**src/hw/tsl_pkg.sv**
```systemverilog
// Package: register map, reset values and engine states for the throttle status block
`default_nettype none
package tsl_pkg;
    localparam logic [7:0] ADDR_FLAGS = 8'h22;        // Throttle source flags
    localparam logic [7:0] ADDR_STATUS_HI = 8'h23;    // Upper status byte, not held here
    localparam logic [7:0] ADDR_LIMIT_LO = 8'h24;     // Readback low byte, reserved
    localparam logic [7:0] ADDR_LIMIT_HI = 8'h25;     // Readback high byte, limit code
    localparam logic [7:0] FLAGS_RESET = 8'h00;       // All sources untriggered
    localparam logic [15:0] LIMIT_RESET = 16'h4100;   // Readback value after reset
    localparam logic [7:0] RESERVED_BYTE = 8'h00;     // What reserved bytes read as
    localparam int FLAG_COUNT = 8;                    // One flag per throttle source
    localparam int VIN_FLAG_BIT = 7;                  // Write-zero-to-clear flag
    localparam int LIMIT_CODE_MSB = 14;               // Code field inside the 16-bit word
    localparam int LIMIT_CODE_LSB = 8;
    localparam logic [3:0] BYTE_BITS = 4'h8;          // Bits per serial byte
    localparam logic [6:0] DEV_ADDR_DEFAULT = 7'h2a;  // Target address, value arbitrary

    // Serial engine states
    typedef enum logic [3:0] {
        ST_IDLE, ST_ADDR, ST_ADDR_ACK, ST_CMD, ST_CMD_ACK, ST_WR, ST_WR_ACK, ST_RD, ST_RD_ACK
    } tsl_i2c_state_t;
endpackage
`default_nettype wire

```
**src/hw/tsl_regport_if.sv**
```systemverilog
// Interface: byte-wide register access between the serial engine and the register bank
`timescale 1ns/1ns
`default_nettype none
interface tsl_regport_if;
    logic rd_stb;        // One-cycle read of the byte at addr
    logic wr_stb;        // One-cycle write of wdata to addr
    logic [7:0] addr;    // Byte pointer
    logic [7:0] wdata;   // Byte written by the host
    logic [7:0] rdata;   // Byte presented for reading, combinational

    modport target (output rd_stb, output wr_stb, output addr, output wdata, input rdata);
    modport regs (input rd_stb, input wr_stb, input addr, input wdata, output rdata);
endinterface
`default_nettype wire

```
**src/hw/tsl_throttle_regs.sv**
```systemverilog
// Throttle source flags and input limit readback registers behind a two-wire target
`timescale 1ns/1ns
`default_nettype none
// Notes on behaviour
// - Input-voltage flag plus enable holds alert low
// - Comparator flag sets, stays until host read
// - Critical-current flag latched until host read
// - Nominal-current flag latched until host read
// - Discharge-current flag latched until host read
// - System-voltage flag latched until host read
// - Battery-removal flag latched until host read
// - Adapter-removal flag latched until host read
// - Readback shows limit in force, host or optimizer
// - Optimizer result is reported once it runs
// - Code bits six to zero, binary weighted
// - Readback upper bit seven reads zero
// - Readback loads 4100h at reset
// - Readback low byte reserved, reads zero
module tsl_throttle_regs
    import tsl_pkg::*;
#(
    parameter logic [6:0] DEV_ADDR = DEV_ADDR_DEFAULT
) (
    input wire logic clk_sys,
    input wire logic sys_rst,
    input wire logic clk_en,
    input wire logic scl_in,
    input wire logic sda_in,
    output logic sda_out,
    output logic sda_oe_n,
    input wire logic [FLAG_COUNT-1:0] throttle_src_event,
    input wire logic vin_limit_profile_enable,
    input wire logic [6:0] host_input_limit,
    input wire logic host_limit_load,
    input wire logic [6:0] ico_limit,
    input wire logic ico_result_load,
    output logic throttle_alert_pin_n
);
    tsl_regport_if rp ();                    // Byte port from the serial engine
    logic [FLAG_COUNT-1:0] flags_reg;        // Latched source flags
    logic [FLAG_COUNT-1:0] flags_next;
    logic [FLAG_COUNT-1:0] flag_clr;         // Per-flag clear request
    logic [6:0] limit_reg;                   // Limit code in force
    logic [6:0] limit_next;
    logic alert_n_reg;                       // Alert pin, low is asserted

    // Serial engine owns the pins and the byte pointer
    tsl_i2c_target #(
        .DEV_ADDR(DEV_ADDR)
    ) u_target (
        .clk_sys(clk_sys),
        .sys_rst(sys_rst),
        .clk_en(clk_en),
        .scl_in(scl_in),
        .sda_in(sda_in),
        .sda_out(sda_out),
        .sda_oe_n(sda_oe_n),
        .rp(rp)
    );

    // Access decode
    wire flags_rd_hit = rp.rd_stb & (rp.addr == ADDR_FLAGS);
    wire flags_wr_hit = rp.wr_stb & (rp.addr == ADDR_FLAGS);
    // Only a written zero in the vin bit clears it; other written bits are dropped
    wire vin_clear = flags_wr_hit & ~rp.wdata[VIN_FLAG_BIT];

    // Per-flag latch: a trigger in the clearing cycle wins, so no event is lost
    genvar gi;
    for (gi = 0; gi < FLAG_COUNT; gi++) begin : g_flag
        assign flag_clr[gi] = (gi == VIN_FLAG_BIT) ? vin_clear : flags_rd_hit;
        assign flags_next[gi] = throttle_src_event[gi] | (flags_reg[gi] & ~flag_clr[gi]);
    end

    // Optimizer result outranks a host update in the same cycle
    assign limit_next = ico_result_load ? ico_limit :
                        host_limit_load ? host_input_limit : limit_reg;

    // Read data; the upper status byte is outside this block and reads zero
    wire [7:0] limit_hi_byte = {1'b0, limit_reg};
    assign rp.rdata = (rp.addr == ADDR_FLAGS) ? flags_reg :
                      (rp.addr == ADDR_LIMIT_HI) ? limit_hi_byte : RESERVED_BYTE;

    // Alert output lags the flag by one cycle so it comes from a flop
    wire alert_n_next = ~(flags_reg[VIN_FLAG_BIT] & vin_limit_profile_enable);

    // State registers, frozen while clk_en is low
    always_ff @(posedge clk_sys) begin
        if (sys_rst) begin
            flags_reg <= FLAGS_RESET;
            limit_reg <= LIMIT_RESET[LIMIT_CODE_MSB:LIMIT_CODE_LSB];
            alert_n_reg <= 1'b1;
        end else if (clk_en) begin
            flags_reg <= flags_next;
            limit_reg <= limit_next;
            alert_n_reg <= alert_n_next;
        end
    end

    assign throttle_alert_pin_n = alert_n_reg;
endmodule
`default_nettype wire

```
**src/hw/tsl_i2c_target.sv**
```systemverilog
// Serial two-wire target: turns host frames into byte reads and writes on the register port
`timescale 1ns/1ns
`default_nettype none
module tsl_i2c_target
    import tsl_pkg::*;
#(
    parameter logic [6:0] DEV_ADDR = DEV_ADDR_DEFAULT
) (
    input wire logic clk_sys,
    input wire logic sys_rst,
    input wire logic clk_en,
    input wire logic scl_in,
    input wire logic sda_in,
    output logic sda_out,
    output logic sda_oe_n,
    tsl_regport_if.target rp
);
    tsl_i2c_state_t state_reg;   // Frame position
    logic scl_q;                 // Previous line levels for edge detection
    logic sda_q;
    logic [3:0] bitcnt_reg;      // Bits moved in the current byte
    logic [7:0] shreg_reg;       // Shift register, both directions
    logic rw_reg;                // Direction bit of the address byte
    logic [7:0] ptr_reg;         // Register pointer, auto-increments
    logic oe_n_reg;              // Low pulls the data line down
    logic zero_reg;              // Open drain only ever drives low

    // Line events; inputs are already synchronous to clk_sys
    wire scl_rise = scl_in & ~scl_q;
    wire scl_fall = ~scl_in & scl_q;
    wire bus_start = scl_in & scl_q & sda_q & ~sda_in;
    wire bus_stop = scl_in & scl_q & ~sda_q & sda_in;
    wire byte_done = scl_fall & (bitcnt_reg == BYTE_BITS);
    wire rx_state = (state_reg == ST_ADDR) | (state_reg == ST_CMD) | (state_reg == ST_WR);
    wire addr_match = (shreg_reg[7:1] == DEV_ADDR);
    // Byte fetched on the falling edge that starts each read byte
    wire rd_fire = clk_en & scl_fall & (((state_reg == ST_ADDR_ACK) & rw_reg) | (state_reg == ST_RD_ACK));
    wire wr_fire = clk_en & byte_done & (state_reg == ST_WR);

    assign rp.rd_stb = rd_fire;
    assign rp.wr_stb = wr_fire;
    assign rp.addr = ptr_reg;
    assign rp.wdata = shreg_reg;
    assign sda_oe_n = oe_n_reg;
    assign sda_out = zero_reg;

    // Frame sequencer; start and stop override any byte in flight
    always_ff @(posedge clk_sys) begin
        if (sys_rst) begin
            state_reg <= ST_IDLE;
            scl_q <= 1'b1;
            sda_q <= 1'b1;
            bitcnt_reg <= 4'h0;
            shreg_reg <= 8'h00;
            rw_reg <= 1'b0;
            ptr_reg <= 8'h00;
            oe_n_reg <= 1'b1;
            zero_reg <= 1'b0;
        end else if (clk_en) begin
            scl_q <= scl_in;
            sda_q <= sda_in;
            if (bus_start) begin
                state_reg <= ST_ADDR;
                bitcnt_reg <= 4'h0;
                oe_n_reg <= 1'b1;
            end else if (bus_stop) begin
                state_reg <= ST_IDLE;
                oe_n_reg <= 1'b1;
            end else if (rd_fire) begin
                // First bit goes out now, the rest on later falling edges
                shreg_reg <= {rp.rdata[6:0], 1'b0};
                oe_n_reg <= rp.rdata[7];
                ptr_reg <= ptr_reg + 8'h01;
                bitcnt_reg <= 4'h1;
                state_reg <= ST_RD;
            end else if (rx_state && scl_rise) begin
                shreg_reg <= {shreg_reg[6:0], sda_in};
                bitcnt_reg <= bitcnt_reg + 4'h1;
            end else begin
                case (state_reg)
                    ST_ADDR: begin
                        if (byte_done) begin
                            bitcnt_reg <= 4'h0;
                            oe_n_reg <= ~addr_match;
                            rw_reg <= shreg_reg[0];
                            state_reg <= addr_match ? ST_ADDR_ACK : ST_IDLE;
                        end
                    end
                    ST_CMD: begin
                        if (byte_done) begin
                            bitcnt_reg <= 4'h0;
                            ptr_reg <= shreg_reg;
                            oe_n_reg <= 1'b0;
                            state_reg <= ST_CMD_ACK;
                        end
                    end
                    ST_WR: begin
                        if (byte_done) begin
                            bitcnt_reg <= 4'h0;
                            ptr_reg <= ptr_reg + 8'h01;
                            oe_n_reg <= 1'b0;
                            state_reg <= ST_WR_ACK;
                        end
                    end
                    ST_ADDR_ACK: begin
                        // Read direction is taken by rd_fire above
                        if (scl_fall) begin
                            oe_n_reg <= 1'b1;
                            state_reg <= ST_CMD;
                        end
                    end
                    ST_CMD_ACK, ST_WR_ACK: begin
                        if (scl_fall) begin
                            oe_n_reg <= 1'b1;
                            state_reg <= ST_WR;
                        end
                    end
                    ST_RD: begin
                        if (byte_done) begin
                            // Release the line for the host's acknowledge
                            oe_n_reg <= 1'b1;
                            bitcnt_reg <= 4'h0;
                            state_reg <= ST_RD_ACK;
                        end else if (scl_fall) begin
                            oe_n_reg <= shreg_reg[7];
                            shreg_reg <= {shreg_reg[6:0], 1'b0};
                            bitcnt_reg <= bitcnt_reg + 4'h1;
                        end
                    end
                    ST_RD_ACK: begin
                        // A not-acknowledge ends the read; wait for stop
                        if (scl_rise && sda_in) begin
                            state_reg <= ST_IDLE;
                        end
                    end
                    default: begin
                        state_reg <= ST_IDLE;
                    end
                endcase
            end
        end
    end
endmodule
`default_nettype wire

```
**config.mk**
```make
export PLATFORM = sky130hd
export DESIGN_NAME = tsl_throttle_regs
export DESIGN_NICKNAME = d
export VERILOG_FILES = /design/src/hw/tsl_pkg.sv /design/src/hw/tsl_regport_if.sv /design/src/hw/tsl_throttle_regs.sv /design/src/hw/tsl_i2c_target.sv
export SDC_FILE = /design/constraint.sdc
export NUM_CORES = 1
export LEC_CHECK = 0
export BUFFER_PORTS_ARGS = -buffer_cell sky130_fd_sc_hd__buf_2
export CAP_MARGIN = 20
export CORE_MARGIN = 1
export CORE_UTILIZATION = 30
export CTS_CLUSTER_DIAMETER = 200
export DETAILED_ROUTE_END_ITERATION = 6
export PLACE_DENSITY = 0.54
export SLEW_MARGIN = 40
export SYNTH_ARGS = -nofsm -noshare
export SYNTH_HDL_FRONTEND = slang
export SYNTH_SLANG_ARGS = --single-unit
```
**constraint.sdc**
```tcl
create_clock -name clk_sys -period 2.7 [get_ports clk_sys]
set_clock_uncertainty 0.05 [all_clocks]
set_input_delay 0.675 -clock clk_sys [delete_from_list [all_inputs] [get_ports clk_sys]]
set_output_delay 0.675 -clock clk_sys [all_outputs]
set_load 0.005 [all_outputs]
```
==> results.yml, run 1 <==
status:
  outcome: "finished, final reports clean"
floorplanning:
  die_area_sq_um: 9770
  die_w_microns: 98.8
  rows: 34
  core_sq_um: 8890
  initial_core_util_pct: 31.6
  io_pins: 33
  die_h_microns: 98.8
finish:
  final_cell_count_no_fill: 457
  diodes: 0
  final_nets: 383
  nFillCells: 918
  drive_gt1_share_pct: 20.1
  areaGrowthSynthToFinish_pct: 10.8
  finalInstanceArea_sq_um: 3120
clocking:
  hold_buffers: 0
  ctsRootBufferMaster: "clkbuf_8"
  path_clk_slew_ns: 0.09
  post_cts_buffers: 0
  clockBufferDepth: 2
  cts.sinks: 44
  cts_made_buffers: 5
  h-tree-depth: 2
  cts-resized-gates: 0
  clock_latency_ns: 0.30
  tritoncts: "yes"
sta:
  period_needed_ns: 2.19
  setup_viol: 0
  tns_ns: 0
  rsz0062_at_grt: "no"
  worst_pin_slew_ns: 0.516
  slew-limit-headroom_pct: 65.1
  hold_viol: 0
  fmax_mhz: 457
  post-route-period-util_pct: 81.1
  slew_viol_final: 0
yosys:
  synth_flop_cell: "dfxtp_1"
  seq_area_frac_synth_pct: 31.3
  async_reset_ff_share_pct: 0
  avgSynthCellArea_sq_um: 8.63
  netlist_area_sq_um: 2810
  synth_edf_count: 0
  yosysWarnings: 0
  yosysUniqueCellTypes: 71
  synth_nets: 361
  synthCells: 326
  yosys_register_bits: 44
routing:
  wl_per_cell_microns: 15.8
  wl_microns: 7210
  ant_nets: 0
  vias_per_cell: 5.53
  drtIter0Drc: 123
  firstDrtPassIters: 4
  drc: 0
  vias: 2526
global_routing:
  antenna_found_initial: 0
  overflow: 0
  grt_pass1_wl_microns: 12100
  grt_max_degree: 23
  grt_pass1_vias: 2315
  track_usage_pct: 15.3
worst_setup_path:
  criticalPathCategory: "flip-flop to flip-flop"
  critPathArrivalTime_ns: 2.36
  crit_path_end_kind: "flip-flop"
  cp.required_ns: 2.87
  start_kind: "flip-flop"
  r2r_cells: 5
  crit_fanout: 15
power_and_ir_drop:
  switchingPower_uw: 344
  switching_share_pct: 26.8
  seqPwrFrac_pct: 53.5
  power_density_nw_per_um2: 411
  intPower_uw: 937
  p_comb_share_pct: 10.9
  power.share.clock_pct: 35.6
  ir_drop_uv: 212
  p_leak_uw: 0.00111
place:
  io_buffers: 31
  placed_cell_area_sq_um: 3020
  gp_congestion: 0.837
  post-place-cells: 449
  dp_hpwl_microns: 5210
hold_path:
  hold_depth: 2
  min_path_type: "flip-flop to flip-flop"
job:
  maxCapViolations: 0
## cell usage after synthesis, types with 3 or more instances
cell type  count  area share (%)
buf_4          4             1.1
a21oi_1       21             3.7
a211oi_1       8             2.1
ha_1           5             2.2
dfxtp_1       44              31
nand3_1       17             3.0
buf_6          3             1.2
nand2b_1       3            0.67
nor2b_1        7             1.6
o21ai_0       16             2.8
nand2_1       27             3.6
nand4_1        4            0.89
clkbuf_1      12             1.6
and2_1         3            0.67
o32ai_1        4             1.2
a22oi_1        7             1.9
nor3_1         5            0.89
a222oi_1       4             1.4
o211ai_1       8             2.1
mux2i_1       15             5.3
inv_1         10             1.3
nor2_1        25             3.3
and3_1         3            0.67
buf_2          5            0.89
## per-stage QoR
step	setup slack (ns)	power [uW]	hold WS, ns	utilization [%]
after floorplan	0.554	791	0.403	-
after global placement	0.297	837	0.409	34.0
after detailed placement	0.229	839	0.418	34.0
after CTS	0.518	1300	0.442	35.1
after global routing	0.288	1350	0.469	35.1
final	0.511	1280	0.437	35.1
## cell type report
cell class	count	area (sq um)	share of cell area (%)
clock buffers	6	82.6	2.65
clock inverters	2	15.0	0.482
inverters	10	37.5	1.20
multi-input cells	246	1740	55.7
flip-flops and latches	44	881	28.3
well taps	108	135	4.34
repair buffers	41	230	7.39
## cell usage in the layout (no fill, tap or decap), drive strengths merged, types with 10 or more instances in the layout
| cell | Yosys | layout |
|---|---|---|
| o21ai | 17 | 17 |
| a21oi | 21 | 21 |
| inv | 10 | 10 |
| nand2 | 28 | 28 |
| dfxtp | 44 | 44 |
| mux2i | 15 | 15 |
| a211oi | 10 | 10 |
| buf | 13 | 41 |
| nor2 | 26 | 26 |
| nand3 | 17 | 17 |
## critical path, cell delays in order (launching register included)
cell and delay, ns:
dfxtp_1 0.57, nor4b_4 0.31, o211a_4 0.32, o311a_1 0.51, nor2_1 0.10, a311oi_2 0.24
## cell families (layout without fill, tap and decap cells)
| kind of cell | Yosys count | in the layout | synth area share (%) |
|---|---|---|---|
| other cells | 1 | 1 | 0.133 |
| simple gates | 122 | 122 | 25.3 |
| flops | 44 | 44 | 31.3 |
| mux | 15 | 15 | 5.34 |
| fa+ha+maj | 5 | 5 | 2.22 |
| xor+xnor | 3 | 3 | 0.934 |
| buf+inv | 36 | 59 | 6.98 |
| compound gates | 100 | 100 | 27.8 |
## per-layer routing
| layer | routed length, microns | track usage (%) |
|---|---|---|
| met2 | 3290 | 24.5 |
| met1 | 3610 | 21.1 |
| met5 | 0 | 0 |
| met3 | 222 | 2.55 |
| met4 | 87 | 4.71 |
## power by group through the flow
stage | registers [uW] | clock network (uW) | logic (uW)
floorplan | 691 | 0 | 100
global placement | 699 | 0 | 139
detailed placement | 700 | 0 | 139
CTS | 685 | 477 | 140
global route | 688 | 502 | 157
finish | 684 | 456 | 139
## final timing paths
kind | startpoint | end | slack (ns)
hold / removal | throttle_alert_pin_n$_SDFFE_PP1P_ | throttle_alert_pin_n$_SDFFE_PP1P_ | 0.44
hold reg to reg | throttle_alert_pin_n$_SDFFE_PP1P_ | throttle_alert_pin_n$_SDFFE_PP1P_ | 0.44
setup / recovery | u_target.scl_q$_SDFFE_PP1P_ | u_target.rp.wdata[6]$_SDFFE_PP0P_ | 0.51
setup reg to reg | u_target.scl_q$_SDFFE_PP1P_ | u_target.rp.wdata[6]$_SDFFE_PP0P_ | 0.51
No activity file was read; power rests on OpenSTA's default activity.
==> run 2: changes to the inputs <==
Settings changed: PLACE_DENSITY 0.54 to 0.55.
Clock period 2.7 ns to 1.85 ns, I/O delays scaled along.
==> results.yml, run 2 (synthesized netlist as in run 1, its figures left out) <==
status:
  outcome: "finished, violations left"
  violations: "setup timing"
hold_path:
  min_path_type: "input port to flip-flop"
  hold_end: "flags_reg[7]$_SDFFE_PP0P_"
  hold_depth: 3
  min_from: "throttle_src_event[7]"
sta:
  period_needed_ns: 1.94
  tns_ns: -0.262
  rsz0062_at_grt: "yes"
  post-route-period-util_pct: 105
  setup_viol: 8
  hold_viol: 0
  slew_viol_final: 0
  setup_slack_ns: -0.0867
  fmax_mhz: 516
finish:
  drive_gt1_share_pct: 41.3
  finalInstanceArea_sq_um: 3850
  final_nets: 438
  areaGrowthSynthToFinish_pct: 36.8
  diodes: 0
  final_cell_mix: "buf_4 (52), dfxtp_1 (37), buf_2 (31)"
  final_common_cell: "buf_4"
  final_util_pct: 43.3
clocking:
  cts.sinks: 44
  h-tree-depth: 2
  clock_latency_ns: 0.30
  ctsRootBufferMaster: "clkbuf_8"
  tritoncts: "yes"
  cts_made_buffers: 5
  clockBufferDepth: 2
  hold_buffers: 0
  path_clk_slew_ns: 0.09
floorplanning:
  rows: 34
  io_pins: 33
  initial_core_util_pct: 31.6
  die_w_microns: 98.8
  die_h_microns: 98.8
  die_area_sq_um: 9770
  core_sq_um: 8890
power_and_ir_drop:
  power_density_nw_per_um2: 532
  power_uw: 2040
  p_leak_uw: 0.00145
  ir_drop_uv: 355
routing:
  wl_per_cell_microns: 15.7
  drtIter0Drc: 114
  ant_nets: 0
  vias_per_cell: 5.49
  vias: 2809
  wl_microns: 8060
  firstDrtPassIters: 5
  drc: 0
worst_setup_path:
  crit_path_end_kind: "flip-flop"
  critPathArrivalTime_ns: 2.11
  r2r_setup_slack_ns: -0.09
  timing.rr.end: "u_target.rp.addr[5]$_SDFFE_PP0P_"
  r2r-start: "u_target.bitcnt_reg[0]$_SDFFE_PP0P_"
  cp.required_ns: 2.02
  r2r_cells: 7
  start_kind: "flip-flop"
  crit_fanout: 5
  startpoint: "u_target.bitcnt_reg[0]$_SDFFE_PP0P_"
  criticalPathCategory: "flip-flop to flip-flop"
global_routing:
  grt_pass1_wl_microns: 13300
  grt_max_degree: 23
  overflow: 0
  track_usage_pct: 16.8
  grt_pass1_vias: 2716
  antenna_found_initial: 0
place:
  place_ws_ns: -0.228
  placed_cell_area_sq_um: 3410
  gp_congestion: 0.919
  io_buffers: 31
  dp_hpwl_microns: 5760
job:
  maxCapViolations: 0
run 2: metal layers:
layer	vias up	wire, microns	part of all wire (%)	track usage [%]
met1	1354	3930	49	23.4
met5	-	0	0	0
li1	1376	-	-	-
met3	8	307	3.8	2.27
met4	0	90	1.1	4.25
met2	71	3730	46	27.2
run 2: final cells by class:
cell class	instances	area, sq um
inverter	10	37.5
timing repair buffer	96	723
fill	868	5040
tap	108	135
clock buffer	5	68.8
sequential	44	890
clock inverter	3	46.3
multi-input combinational	246	1950
run 2: where the power goes:
| part | internal (uW) | leakage [uW] | switching, uW | total, uW |
|---|---|---|---|---|
| Sequential | 976 | 0.000361 | 20.9 | 996 |
| Combinational | 123 | 0.00103 | 135 | 258 |
| Clock | 408 | 0.0000548 | 383 | 791 |
run 2: what timing repair did:
| item | in CTS | in global routing |
|---|---|---|
| pin swaps | 8 | 20 |
| gates resized for setup | 20 | 43 |
| gates cloned | 0 | 1 |
| setup endpoints to repair | 27 | 31 |
| endpoints found under the hold margin | 0 | 0 |
| setup buffers | 2 | 6 |
run 2: worst max-delay path by stage:
stage / end / slack [ns] / cells after the start
after floorplan: u_target.rp.addr[5]$_SDFFE_PP0P_ / 0.009 / 7
after CTS: u_target.rp.addr[5]$_SDFFE_PP0P_ / -0.06 / 7
final: u_target.rp.addr[5]$_SDFFE_PP0P_ / -0.09 / 7
after detailed placement: u_target.rp.wdata[7]$_SDFFE_PP0P_ / -0.23 / 6
after global routing: u_target.rp.addr[5]$_SDFFE_PP0P_ / -0.20 / 7
after global placement: u_target.rp.wdata[6]$_SDFFE_PP0P_ / -0.22 / 6
run 2: critical path, stage by stage, from the launching register on:
cell and delay, ns:
dfxtp_2 0.33, inv_2 0.07, ha_4 0.13, nand3b_1 0.21, nor4_4 0.32, o2111ai_4 0.18, a311o_1 0.34, a211oi_2 0.23
run 2: per-stage QoR:
step                      hold WS (ns)  std cells
after floorplan                  0.403        326
final                            0.358        512
after detailed placement         0.433        496
after global placement           0.404        496
after CTS                        0.353        506
after global routing             0.364        512
